--- config.mk ---
export PLATFORM = sky130hd
export DESIGN_NAME = fault_resp
export DESIGN_NICKNAME = d
export VERILOG_FILES = /design/src/fault_resp_pkg.sv /design/src/fault_resp.sv /design/src/event_cond.sv
export VERILOG_INCLUDE_DIRS = /design/src
export SDC_FILE = /design/constraint.sdc
export NUM_CORES = 1
export LEC_CHECK = 0
export BUFFER_PORTS_ARGS = -buffer_cell sky130_fd_sc_hd__buf_4
export CORE_ASPECT_RATIO = 1.75
export CORE_MARGIN = 3
export CORE_UTILIZATION = 39
export DETAILED_ROUTE_END_ITERATION = 8
export PLACE_DENSITY = 0.66
export SYNTH_ARGS = -nofsm -noshare
export SYNTH_HDL_FRONTEND = slang
export SYNTH_SLANG_ARGS = --single-unit
export TNS_END_PERCENT = 30
--- constraint.sdc ---
create_clock -name clk_i -period 2.3 [get_ports clk_i]
set_clock_uncertainty 0.1 [all_clocks]
set_input_delay 0.345 -clock clk_i [delete_from_list [all_inputs] [get_ports clk_i]]
set_output_delay 0.345 -clock clk_i [all_outputs]
set_load 0.005 [all_outputs]
--- src/fault_resp_cfg.svh ---
// Purpose: offsets, field positions, reset values and timing for the fault response block
// Assumes: APB word registers, byte addresses
// Notes: definitions only
`ifndef FAULT_RESP_CFG_SVH
`define FAULT_RESP_CFG_SVH

`define FR_OFS_CTRL_A 12'h000
`define FR_OFS_CTRL_B 12'h004
`define FR_OFS_COMMAND 12'h008
`define FR_OFS_STATUS 12'h00C

`define FR_MODE_LSB 0
`define FR_MODE_MSB 3
`define FR_ENABLE_BIT 4
`define FR_RESTART_BIT 0

`define FR_CTRL_RESET 5'h00

`define FR_ST_PHASE_LSB 0
`define FR_ST_HALTED_BIT 2
`define FR_ST_HOLD_BIT 3
`define FR_ST_BAD_A_BIT 4
`define FR_ST_BAD_B_BIT 5
`define FR_ST_EV_A_BIT 6
`define FR_ST_EV_B_BIT 7

`define FR_SYNC_STAGES 2

`endif

--- src/fault_resp_pkg.sv ---
// Purpose: types shared by the fault response block
// Assumes: nothing
// Notes: phase codes increment in normal order
package fault_resp_pkg;

	typedef enum logic [1:0] {
		DEAD_A = 2'h0,
		ON_A = 2'h1,
		DEAD_B = 2'h2,
		ON_B = 2'h3
	} phase_t;

	typedef enum logic [1:0] {
		WG_ONE_RAMP = 2'h0,
		WG_TWO_RAMP = 2'h1,
		WG_FOUR_RAMP = 2'h2,
		WG_DUAL_SLOPE = 2'h3
	} wavegen_t;

	typedef enum logic [3:0] {
		RM_NONE = 4'h0,
		RM_STOP_WAIT = 4'h1,
		RM_RUN_OPP_WAIT = 4'h2,
		RM_REPEAT_OPP = 4'h3,
		RM_ALL_OFF = 4'h4,
		RM_DEAD_ONLY = 4'h5,
		RM_DEAD_WAIT = 4'h6,
		RM_HALT_SW = 4'h7,
		RM_EDGE_JUMP = 4'h8,
		RM_EDGE_BLOCK = 4'h9,
		RM_LEVEL_BLOCK = 4'hA
	} resp_mode_t;

endpackage

--- src/fault_resp.sv ---
// Purpose: fault and trigger input response for a control pwm timer
// Assumes: ramp logic pulses phase_done_i when a phase ends and obeys hold/reload
// Notes: input A takes priority over input B for sequence changes
`timescale 1ns/1ps
`default_nettype none
`include "fault_resp_cfg.svh"

module fault_resp (
	input wire logic clk_i,
	input wire logic rst_i,
	input wire logic ce_i,
	input wire logic [11:0] paddr_i,
	input wire logic psel_i,
	input wire logic penable_i,
	input wire logic pwrite_i,
	input wire logic [31:0] pwdata_i,
	output logic [31:0] prdata_o,
	output logic pready_o,
	output logic pslverr_o,
	input wire logic event_a_i,
	input wire logic event_b_i,
	input wire fault_resp_pkg::wavegen_t wavegen_i,
	input wire logic phase_done_i,
	input wire logic raw_a_i,
	input wire logic raw_b_i,
	output logic wave_out_a_o,
	output logic wave_out_b_o,
	output fault_resp_pkg::phase_t phase_o,
	output logic count_hold_o,
	output logic count_reload_o,
	output logic [1:0] capture_event_o
);
	import fault_resp_pkg::*;

	////////////////////////////////////////////////////////////////////////////
	// register bus
	logic [4:0] ctrl [2];
	logic [31:0] prdata;
	wire setup_phase = psel_i & ~penable_i;
	wire wr_access = psel_i & penable_i & pwrite_i;
	wire hit_ctrl_a = paddr_i == `FR_OFS_CTRL_A;
	wire hit_ctrl_b = paddr_i == `FR_OFS_CTRL_B;
	wire hit_command = paddr_i == `FR_OFS_COMMAND;
	wire hit_status = paddr_i == `FR_OFS_STATUS;
	wire hit_any = hit_ctrl_a | hit_ctrl_b | hit_command | hit_status;
	wire restart_cmd = wr_access & hit_command & pwdata_i[`FR_RESTART_BIT];
	logic [31:0] status_word;
	logic [31:0] read_word;

	assign read_word = hit_ctrl_a ? {27'h0, ctrl[0]} :
		hit_ctrl_b ? {27'h0, ctrl[1]} :
		hit_status ? status_word : 32'h0;

	always_ff @(posedge clk_i) begin
		if (rst_i) begin
			ctrl[0] <= `FR_CTRL_RESET;
			ctrl[1] <= `FR_CTRL_RESET;
			prdata <= 32'h0;
		end else if (ce_i) begin
			if (wr_access & hit_ctrl_a) begin
				ctrl[0] <= pwdata_i[4:0];
			end
			if (wr_access & hit_ctrl_b) begin
				ctrl[1] <= pwdata_i[4:0];
			end
			if (setup_phase) begin
				prdata <= read_word;
			end
		end
	end

	assign prdata_o = prdata;
	assign pready_o = 1'b1;
	assign pslverr_o = psel_i & penable_i & ~hit_any;

	////////////////////////////////////////////////////////////////////////////
	// per input decode
	phase_t phase;
	phase_t next_phase;
	logic halted;
	logic next_halted;
	logic w6;
	logic next_w6;
	logic [1:0] act;
	logic [1:0] next_act;
	logic [1:0] w2;
	logic [1:0] next_w2;
	logic [1:0] blank;
	logic [1:0] next_blank;
	logic [1:0] ev;
	logic [1:0] rise;
	logic [1:0] jump;
	logic [1:0] wait1;
	logic [1:0] m2;
	logic [1:0] m3;
	logic [1:0] g5;
	logic [1:0] g6;
	logic [1:0] g7;
	logic [1:0] all_off;
	logic [1:0] own_off;
	logic [1:0] bad;
	logic [1:0] blank_set;
	logic reload;
	wire [1:0] ev_pin = {event_b_i, event_a_i};
	wire on_time = phase[0];

	for (genvar i = 0; i < 2; i++) begin : g_in
		wire [3:0] m = ctrl[i][`FR_MODE_MSB:`FR_MODE_LSB];
		wire own = phase[1] == 1'(i);
		wire on_own = own & phase[0];
		wire opp_dead = phase == phase_t'({~1'(i), 1'b0});
		wire lvl_mode = m == RM_STOP_WAIT || m == RM_RUN_OPP_WAIT || m == RM_REPEAT_OPP;

		event_cond u_cond (
			.clk_i(clk_i),
			.rst_i(rst_i),
			.ce_i(ce_i),
			.event_i(ev_pin[i]),
			.enable_i(ctrl[i][`FR_ENABLE_BIT]),
			.level_o(ev[i]),
			.rise_o(rise[i])
		);

		assign jump[i] = (ev[i] & own & lvl_mode) |
			(rise[i] & on_own & m == RM_EDGE_JUMP);
		assign wait1[i] = act[i] & ev[i] & opp_dead & m == RM_STOP_WAIT;
		assign m2[i] = act[i] & ev[i] & m == RM_RUN_OPP_WAIT;
		assign m3[i] = act[i] & ev[i] & m == RM_REPEAT_OPP;
		assign g5[i] = ev[i] & m == RM_DEAD_ONLY;
		assign g6[i] = ev[i] & m == RM_DEAD_WAIT;
		assign g7[i] = ev[i] & m == RM_HALT_SW;
		assign all_off[i] = ev[i] & (m == RM_ALL_OFF || m == RM_DEAD_ONLY ||
			m == RM_DEAD_WAIT || m == RM_HALT_SW);
		assign own_off[i] = (ev[i] & (lvl_mode || m == RM_LEVEL_BLOCK)) | blank[i];
		assign blank_set[i] = on_own & ((rise[i] & m == RM_EDGE_BLOCK) |
			(ev[i] & m == RM_LEVEL_BLOCK));
		assign next_blank[i] = blank_set[i] | (blank[i] & on_own & next_phase == phase);
		assign bad[i] = (wavegen_i == WG_DUAL_SLOPE && m != RM_NONE && m != RM_ALL_OFF &&
			m != RM_HALT_SW) ||
			(wavegen_i == WG_ONE_RAMP && (m == RM_RUN_OPP_WAIT || m == RM_REPEAT_OPP ||
			m == RM_DEAD_ONLY || m == RM_DEAD_WAIT));
	end

	////////////////////////////////////////////////////////////////////////////
	// sequence control, modes 0, 4 and above eight fall through untouched
	wire any5 = |g5;
	wire any6 = |g6;
	wire halt_trig = |g7;
	wire hold = halted | w6 | (|w2) | (|wait1);
	wire [1:0] jump_src = jump[0] ? 2'h0 : 2'h1;
	phase_t opp_dead_of_src;
	phase_t other_dead;

	assign opp_dead_of_src = phase_t'({~jump_src[0], 1'b0});
	assign other_dead = phase_t'({~phase[1], 1'b0});

	always_comb begin
		next_phase = phase;
		next_halted = halt_trig | (halted & ~restart_cmd);
		next_w6 = w6;
		next_w2 = w2;
		next_act = act;
		reload = 1'b0;
		if (restart_cmd) begin
			next_phase = DEAD_A;
			next_w6 = 1'b0;
			next_w2 = 2'h0;
			next_act = 2'h0;
			reload = 1'b1;
		end else if (halt_trig | halted) begin
			next_phase = phase;
		end else if (w6) begin
			if (!any6) begin
				next_w6 = 1'b0;
				next_phase = other_dead;
				reload = 1'b1;
			end
		end else if (|w2) begin
			if (w2[0] & ~ev[0]) begin
				next_w2[0] = 1'b0;
				next_phase = DEAD_A;
				reload = 1'b1;
			end else if (w2[1] & ~ev[1]) begin
				next_w2[1] = 1'b0;
				next_phase = DEAD_B;
				reload = 1'b1;
			end
		end else if (|jump) begin
			next_phase = opp_dead_of_src;
			next_act[jump_src[0]] = ctrl[jump_src[0]][`FR_MODE_MSB:`FR_MODE_LSB] != RM_EDGE_JUMP;
			reload = 1'b1;
		end else if ((any5 | any6) & on_time) begin
			next_phase = other_dead;
			reload = 1'b1;
		end else if (phase_done_i & ~(|wait1)) begin
			next_phase = phase_t'(phase + 2'h1);
			if (!on_time && any5) begin
				next_phase = other_dead;
				reload = 1'b1;
			end else if (!on_time && any6) begin
				next_phase = phase;
				next_w6 = 1'b1;
			end else if (phase == ON_B && m2[0]) begin
				next_phase = phase;
				next_w2[0] = 1'b1;
			end else if (phase == ON_A && m2[1]) begin
				next_phase = phase;
				next_w2[1] = 1'b1;
			end else if (phase == ON_B && m3[0]) begin
				next_phase = DEAD_B;
				reload = 1'b1;
			end else if (phase == ON_A && m3[1]) begin
				next_phase = DEAD_A;
				reload = 1'b1;
			end
			if (next_phase == DEAD_A) begin
				next_act[0] = 1'b0;
			end
			if (next_phase == DEAD_B) begin
				next_act[1] = 1'b0;
			end
		end
	end

	always_ff @(posedge clk_i) begin
		if (rst_i) begin
			phase <= DEAD_A;
			halted <= 1'b0;
			w6 <= 1'b0;
			w2 <= 2'h0;
			act <= 2'h0;
			blank <= 2'h0;
		end else if (ce_i) begin
			phase <= next_phase;
			halted <= next_halted;
			w6 <= next_w6;
			w2 <= next_w2;
			act <= next_act;
			blank <= next_blank;
		end
	end

	////////////////////////////////////////////////////////////////////////////
	// output override, registered after the two sync stages
	wire force_all = (|all_off) | halted;
	always_ff @(posedge clk_i) begin
		if (rst_i) begin
			wave_out_a_o <= 1'b0;
			wave_out_b_o <= 1'b0;
			count_reload_o <= 1'b0;
			capture_event_o <= 2'h0;
		end else if (ce_i) begin
			wave_out_a_o <= raw_a_i & ~force_all & ~own_off[0];
			wave_out_b_o <= raw_b_i & ~force_all & ~own_off[1];
			count_reload_o <= reload;
			capture_event_o <= rise;
		end
	end

	assign phase_o = phase;
	assign count_hold_o = hold;
	assign status_word = {24'h0, ev[1], ev[0], bad[1], bad[0], hold, halted, phase};
endmodule
`default_nettype wire

--- src/event_cond.sv ---
// Purpose: synchronise one event input, gate it with its enable, find rising edges
// Assumes: event may change at any edge
// Notes: first stage read only by the second
`timescale 1ns/1ps
`default_nettype none
`include "fault_resp_cfg.svh"

module event_cond (
	input wire logic clk_i,
	input wire logic rst_i,
	input wire logic ce_i,
	input wire logic event_i,
	input wire logic enable_i,
	output logic level_o,
	output logic rise_o
);
	logic [`FR_SYNC_STAGES-1:0] sync;
	logic prev;

	always_ff @(posedge clk_i) begin
		if (rst_i) begin
			sync <= '0;
			prev <= 1'b0;
		end else if (ce_i) begin
			sync <= {sync[`FR_SYNC_STAGES-2:0], event_i};
			prev <= sync[`FR_SYNC_STAGES-1];
		end
	end

	assign level_o = sync[`FR_SYNC_STAGES-1] & enable_i;
	assign rise_o = sync[`FR_SYNC_STAGES-1] & ~prev & enable_i;
endmodule
`default_nettype wire

# --- After elaboration in Yosys (flattened, before gate mapping) ---
# Memories as Yosys holds them, arrays and structs flattened.
# Index checks and enable logic that the tools add are counted.
op_classes:
  add_sub_neg: 1
  mul: 0
  div: 0
  n_lt_le_gt_ge: 2
  eq_ne: 46
  n_shift: 0
  muxes: 92
  bitwise_logic: 96
  n_reduce_logical: 61
op_table:
  columns: ["operator", "n"]
  rows:
  - ["$mux 2", 39]
  - ["$and 1x1->1", 63]
  - ["$mux 1", 46]
  - ["$eq 4x3->1 const B", 8]
  - ["$eq 12x4->1 const B", 2]
  - ["$eq 4x4->1 const B", 6]
  - ["$mux 8", 3]
  - ["$ne 3x3->1 const B", 7]
  - ["$logic_or 1x1->1", 20]
  - ["$or 1x1->1", 20]
  - ["$reduce_bool 3->1", 6]
  - ["$eq 4x2->1 const B", 4]
  - ["$ne 4x3->1 const B", 4]
  - ["$logic_and 1x1->1", 15]
  - ["$reduce_and 7->1", 2]
  - ["$reduce_or 2->1", 7]
  - ["$not 1->1", 13]
  - ["$eq 12x3->1 const B", 1]
  - ["$logic_not 12->1", 1]
  - ["$reduce_and 12->1", 1]
  - ["$mux 5", 2]
  - ["$reduce_and 10->1", 1]
  - ["$eq 2x2->1 const B", 4]
  - ["$eq 4x1->1 const B", 2]
  - ["other kinds (14)", 21]
word_totals:
  regBits: 53
  latchBits: 0
  mem_bits_rw: 10
  rom_bits: 0
  input_bits: 57
  out_inout_bits: 42
  word_cells: 316
  memories: 1
mem_list:
  columns: ["name", "words", "width", "rd", "rd_clocked_by_memory_dff", "wr", "line_no", "rtl"]
  rows:
  - ["ctrl", 2, 5, 3, 0, 2, "fault_resp.sv:37", "logic [4:0] ctrl [2];"]

# --- Logic depth before layout (Yosys ltp) ---
# An unclocked memory read counts as a cell.
logic_depth:
  word_depth: 28
  ltp_mapped: 8
  depth_no_buf: 7

# --- By module ---
# From an unflattened synthesis, not the netlist that was laid out.
unflattened:
  hier_cells: 337
  area_unflattened_um2: 2795.2
by_module_without_submodules:
  columns: ["mod", "instances", "cells_each", "area_per_inst_um2", "seq_area_each_um2"]
  rows:
  - ["fault_resp", 1, 315, 2567.5, 760.7]
  - ["event_cond", 2, 11, 113.9, 60.1]

# --- Worst setup path before layout ---
# OpenSTA, ideal clock, no wires.
synth_path:
  path_type: "input port to flip-flop"
  start: "input port paddr_i[7]"
  end: "memory ctrl[0][0], enable pin"
  setup_time_ps: 374
  t_arrival_ps: 1928
  t_required_ps: 1826
  path_slack_ps: -102
  cell_stages: 5
  path_buffers: 1
  cell_sequence: "nor4_1 > nand3_1 > clkbuf_1 > or4b_1 > o21ai_0"
synth_lines:
  columns: ["element", "line_no", "rtl"]
  rows:
  - ["start, declared", "fault_resp.sv:12", "input wire logic [11:0] paddr_i,"]
  - ["end, declared", "fault_resp.sv:37", null]

==> out/qor.yml <==
outcome:
  status: "completed"
setup_path:
  critPathBufInv: 0
  path_cells: "nand3b_1 -> nor4_4 -> a31oi_1 -> a31o_1 -> a211oi_4 -> nand4_1 -> a211oi_1"
  cp-end-kind: "flop"
  worstReg2RegEnd: "phase_o[0]$_SDFFE_PP0P_"
  cp-start-kind: "flop"
  timing.reg2reg.setup_slack_ps: 80
  worst-path-stages: 7
  reg2reg_from: "ctrl[0][3]$_DFFE_PP_"
  crit_required_ps: 2400
  worstRegToRegCells: 7
  critPathMaxFanout: 3
  critPathMaxStageDelay_ps: 440
  crit_family: "compound AO/OA/AOI/OAI gates"
  arrival_ps: 2320
  cp_slowest_cell: "edfxtp_1"
  setup.worst_path.class: "reg2reg"
floorplan:
  die_area_um2: 7940
  chipWidth_um: 68.7
  start_util: 0.407
  core-area_um2: 6590
  io_pins: 99
  dieHeight_um: 116
  placementRows: 39
final_layout:
  multiInputGateArea_um2: 1620
  final_cell_area_um2: 3490
  syn2layout_area_growth_pct: 30.2
  antenna_cells: 0
  layout.nets: 471
  final-seq-area_um2: 882
  drive_gt1_frac: 0.296
  fillers: 670
timing:
  tightest_slew_ps: 592
  finalCriticalPeriod_ps: 2220
  rsz0062_at_grt: "true"
  max-slew-margin-rel: 0.602
  hold_viol_final: 0
  setup_ws_ps: 81.5
  fmax_mhz: 451
  drv_slew: 0
  whs_ps: 194
  fin_crit_sh: 0.965
  setup_viol: 0
grt:
  use_met2: 0.366
  grt.overflow.total: 0
  track_usage: 0.215
  antenna_found_initial: 0
  met1_usage: 0.216
  grt_max_degree: 30
  grt_pass1_wl_um: 12500
  grt_pass1_vias: 2611
  use_met3: 0.0407
  grt.busiest_layer: "met2"
detailed_routing:
  drt_iter0_drc: 243
  ant_nets: 0
  avgViaCountPerCell: 5.61
  drc: 0
  firstDrtPassIters: 5
  drt_wl_total_um: 8300
  wl_per_cell_um: 16.7
  vias: 2787
clock_network:
  cts_tree: "built"
  cts_hold_buf: 0
  clk_latency_ps: 290
  clk_path_buf_depth: 2
  clockRootBuffer: "clkbuf_16"
  clock_sinks: 39
  cts_max_level: 2
  cts.reportedPaths.clkPinSlew_ps: 60
  cts_made_buffers: 5
worst_hold_path:
  hp-class: "in2reg"
  hp-start: "event_a_i"
  hold_path_depth: 3
  hold_path_end: "g_in[0].u_cond.sync[0]$_SDFFE_PP0P_"
synth:
  yosysWarnings: 0
  netlist_area_um2: 2680
  synth_area_leader_cell: "dfxtp_1"
  ys.flop_type: "dfxtp_1"
  yosysMostFrequentCell: "nor2_1"
  synth_common_cells: "42 x nor2_1, 29 x dfxtp_1, 26 x buf_4"
  syn_avg_cell_area_um2: 8.02
  yosysSeqAreaShare: 0.329
  synth_area_leaders: "dfxtp_1 22%, edfxtp_1 11%, buf_4 7.3%"
  synth_seq_cells: 39
  synth_top_area_share: 0.217
  synth_edf_count: 10
  syn_inst: 334
  ys_async_sr_fraction: 0
  synth.distinct_cells: 63
pwr:
  p_leak_nw: 1.46
  ir_worst_vdd_mv: 0.337
  combPwrFrac: 0.158
  netSwitchingPower_mw: 0.460
  p_clk_frac: 0.407
  powerDensity_nw_per_um2: 490
  p_int_mw: 1.25
  switching_share: 0.269
  seqPwrFrac: 0.434
place:
  hpwl_um: 6380
  place.gp.congestion: 0.947
  port_buffers: 46
  place_area_um2: 3180
  dpl_worst_slack_ps: -78.1
flow_run:
  cap_violations: 0
## layout make-up
class | instances | area share
Sequential cell | 39 | 0.253
Tap cell | 82 | 0.0294
Multi-Input combinational cell | 265 | 0.464
Clock buffer | 6 | 0.0369
Inverter | 8 | 0.00861
Timing Repair Buffer | 95 | 0.204
Clock inverter | 2 | 0.00323
## tightest hold or removal path, delay by kind of cell
kind	cells	cell delay [ps]
AND/OR/NAND/NOR	1	70
buffers and inverters	1	70
multiplexers	1	50
## how the worst max path moves through the flow
| stage | end | from |
|---|---|---|
| after global routing | phase_o[0]$_SDFFE_PP0P_ | g_in[0].u_cond.sync[1]$_SDFFE_PP0P_ |
| final | phase_o[0]$_SDFFE_PP0P_ | ctrl[0][3]$_DFFE_PP_ |
| after CTS | count_hold_o | ctrl[1][0]$_DFFE_PP_ |
| after global placement | act[1]$_SDFFE_PP0P_ | paddr_i[7] |
| after detailed placement | act[1]$_SDFFE_PP0P_ | paddr_i[1] |
| after floorplan | ctrl[0][0]$_DFFE_PP_ | paddr_i[7] |
## cell families after synthesis
logic type | synth area share
xor+xnor | 0.0131
buf+inv | 0.118
mux | 0.0458
flops | 0.329
simple gates | 0.292
compound gates | 0.200
other cells | 0.00280
## sequential cells by signal, indices dropped and copies added, names as in the netlist, 2 cells and up
register and cells:
act 2, blank 2, capture_event_o 2, ctrl 10
g_in.u_cond.prev 2, g_in.u_cond.sync 4, phase_o 2, prdata_o 8
w2 2
## cells in the final DEF (no fill, tap or decap), types with 3 or more instances in the layout
master	count
nor3_1	11
nand3b_1	4
and2_1	9
clkbuf_16	5
o21ai_0	17
nand3_1	10
dfxtp_1	28
nand4_1	4
conb_1	25
nand4b_1	4
edfxtp_1	10
buf_4	95
nor2_1	41
xnor2_1	3
inv_1	8
a21oi_1	23
nand2b_1	4
mux2i_1	10
a22oi_1	6
nor4_1	7
o22ai_1	4
a31oi_1	4
nand2_1	25
## per-layer routing
metal | routed length, µm | vias up
li1 | - | 1331
met2 | 4260 | 121
met5 | 0 | -
met1 | 2960 | 1293
met4 | 604 | 0
met3 | 472 | 42
## per-stage QoR
stage	setup TNS, ps	instances	power, mW	util
6_report	0	497	1.71	0.530
5_1_grt	-179	497	1.78	0.530
4_1_cts	0	484	1.69	0.508
3_5_place_dp	-121	474	1.00	0.483
3_3_place_gp	-34.3	474	0.998	0.483
2_1_floorplan	-1020	357	0.924	-
## power groups by stage
stage	registers, mW	logic (mW)	clock network, mW
global route	0.743	0.298	0.735
global placement	0.761	0.238	0
finish	0.741	0.271	0.696
detailed placement	0.761	0.240	0
floorplan	0.747	0.176	0
CTS	0.746	0.242	0.704
## what timing repair did
| item | in CTS | in global routing |
|---|---|---|
| cloned | 0 | 0 |
| pin swaps | 1 | 6 |
| setup buffers | 2 | 13 |
| endpoints found under the hold margin | 0 | 0 |
| resized for setup | 1 | 11 |
| setup endpoints to repair | 3 | 10 |
Note: power is estimated with default switching activity, not from simulation.
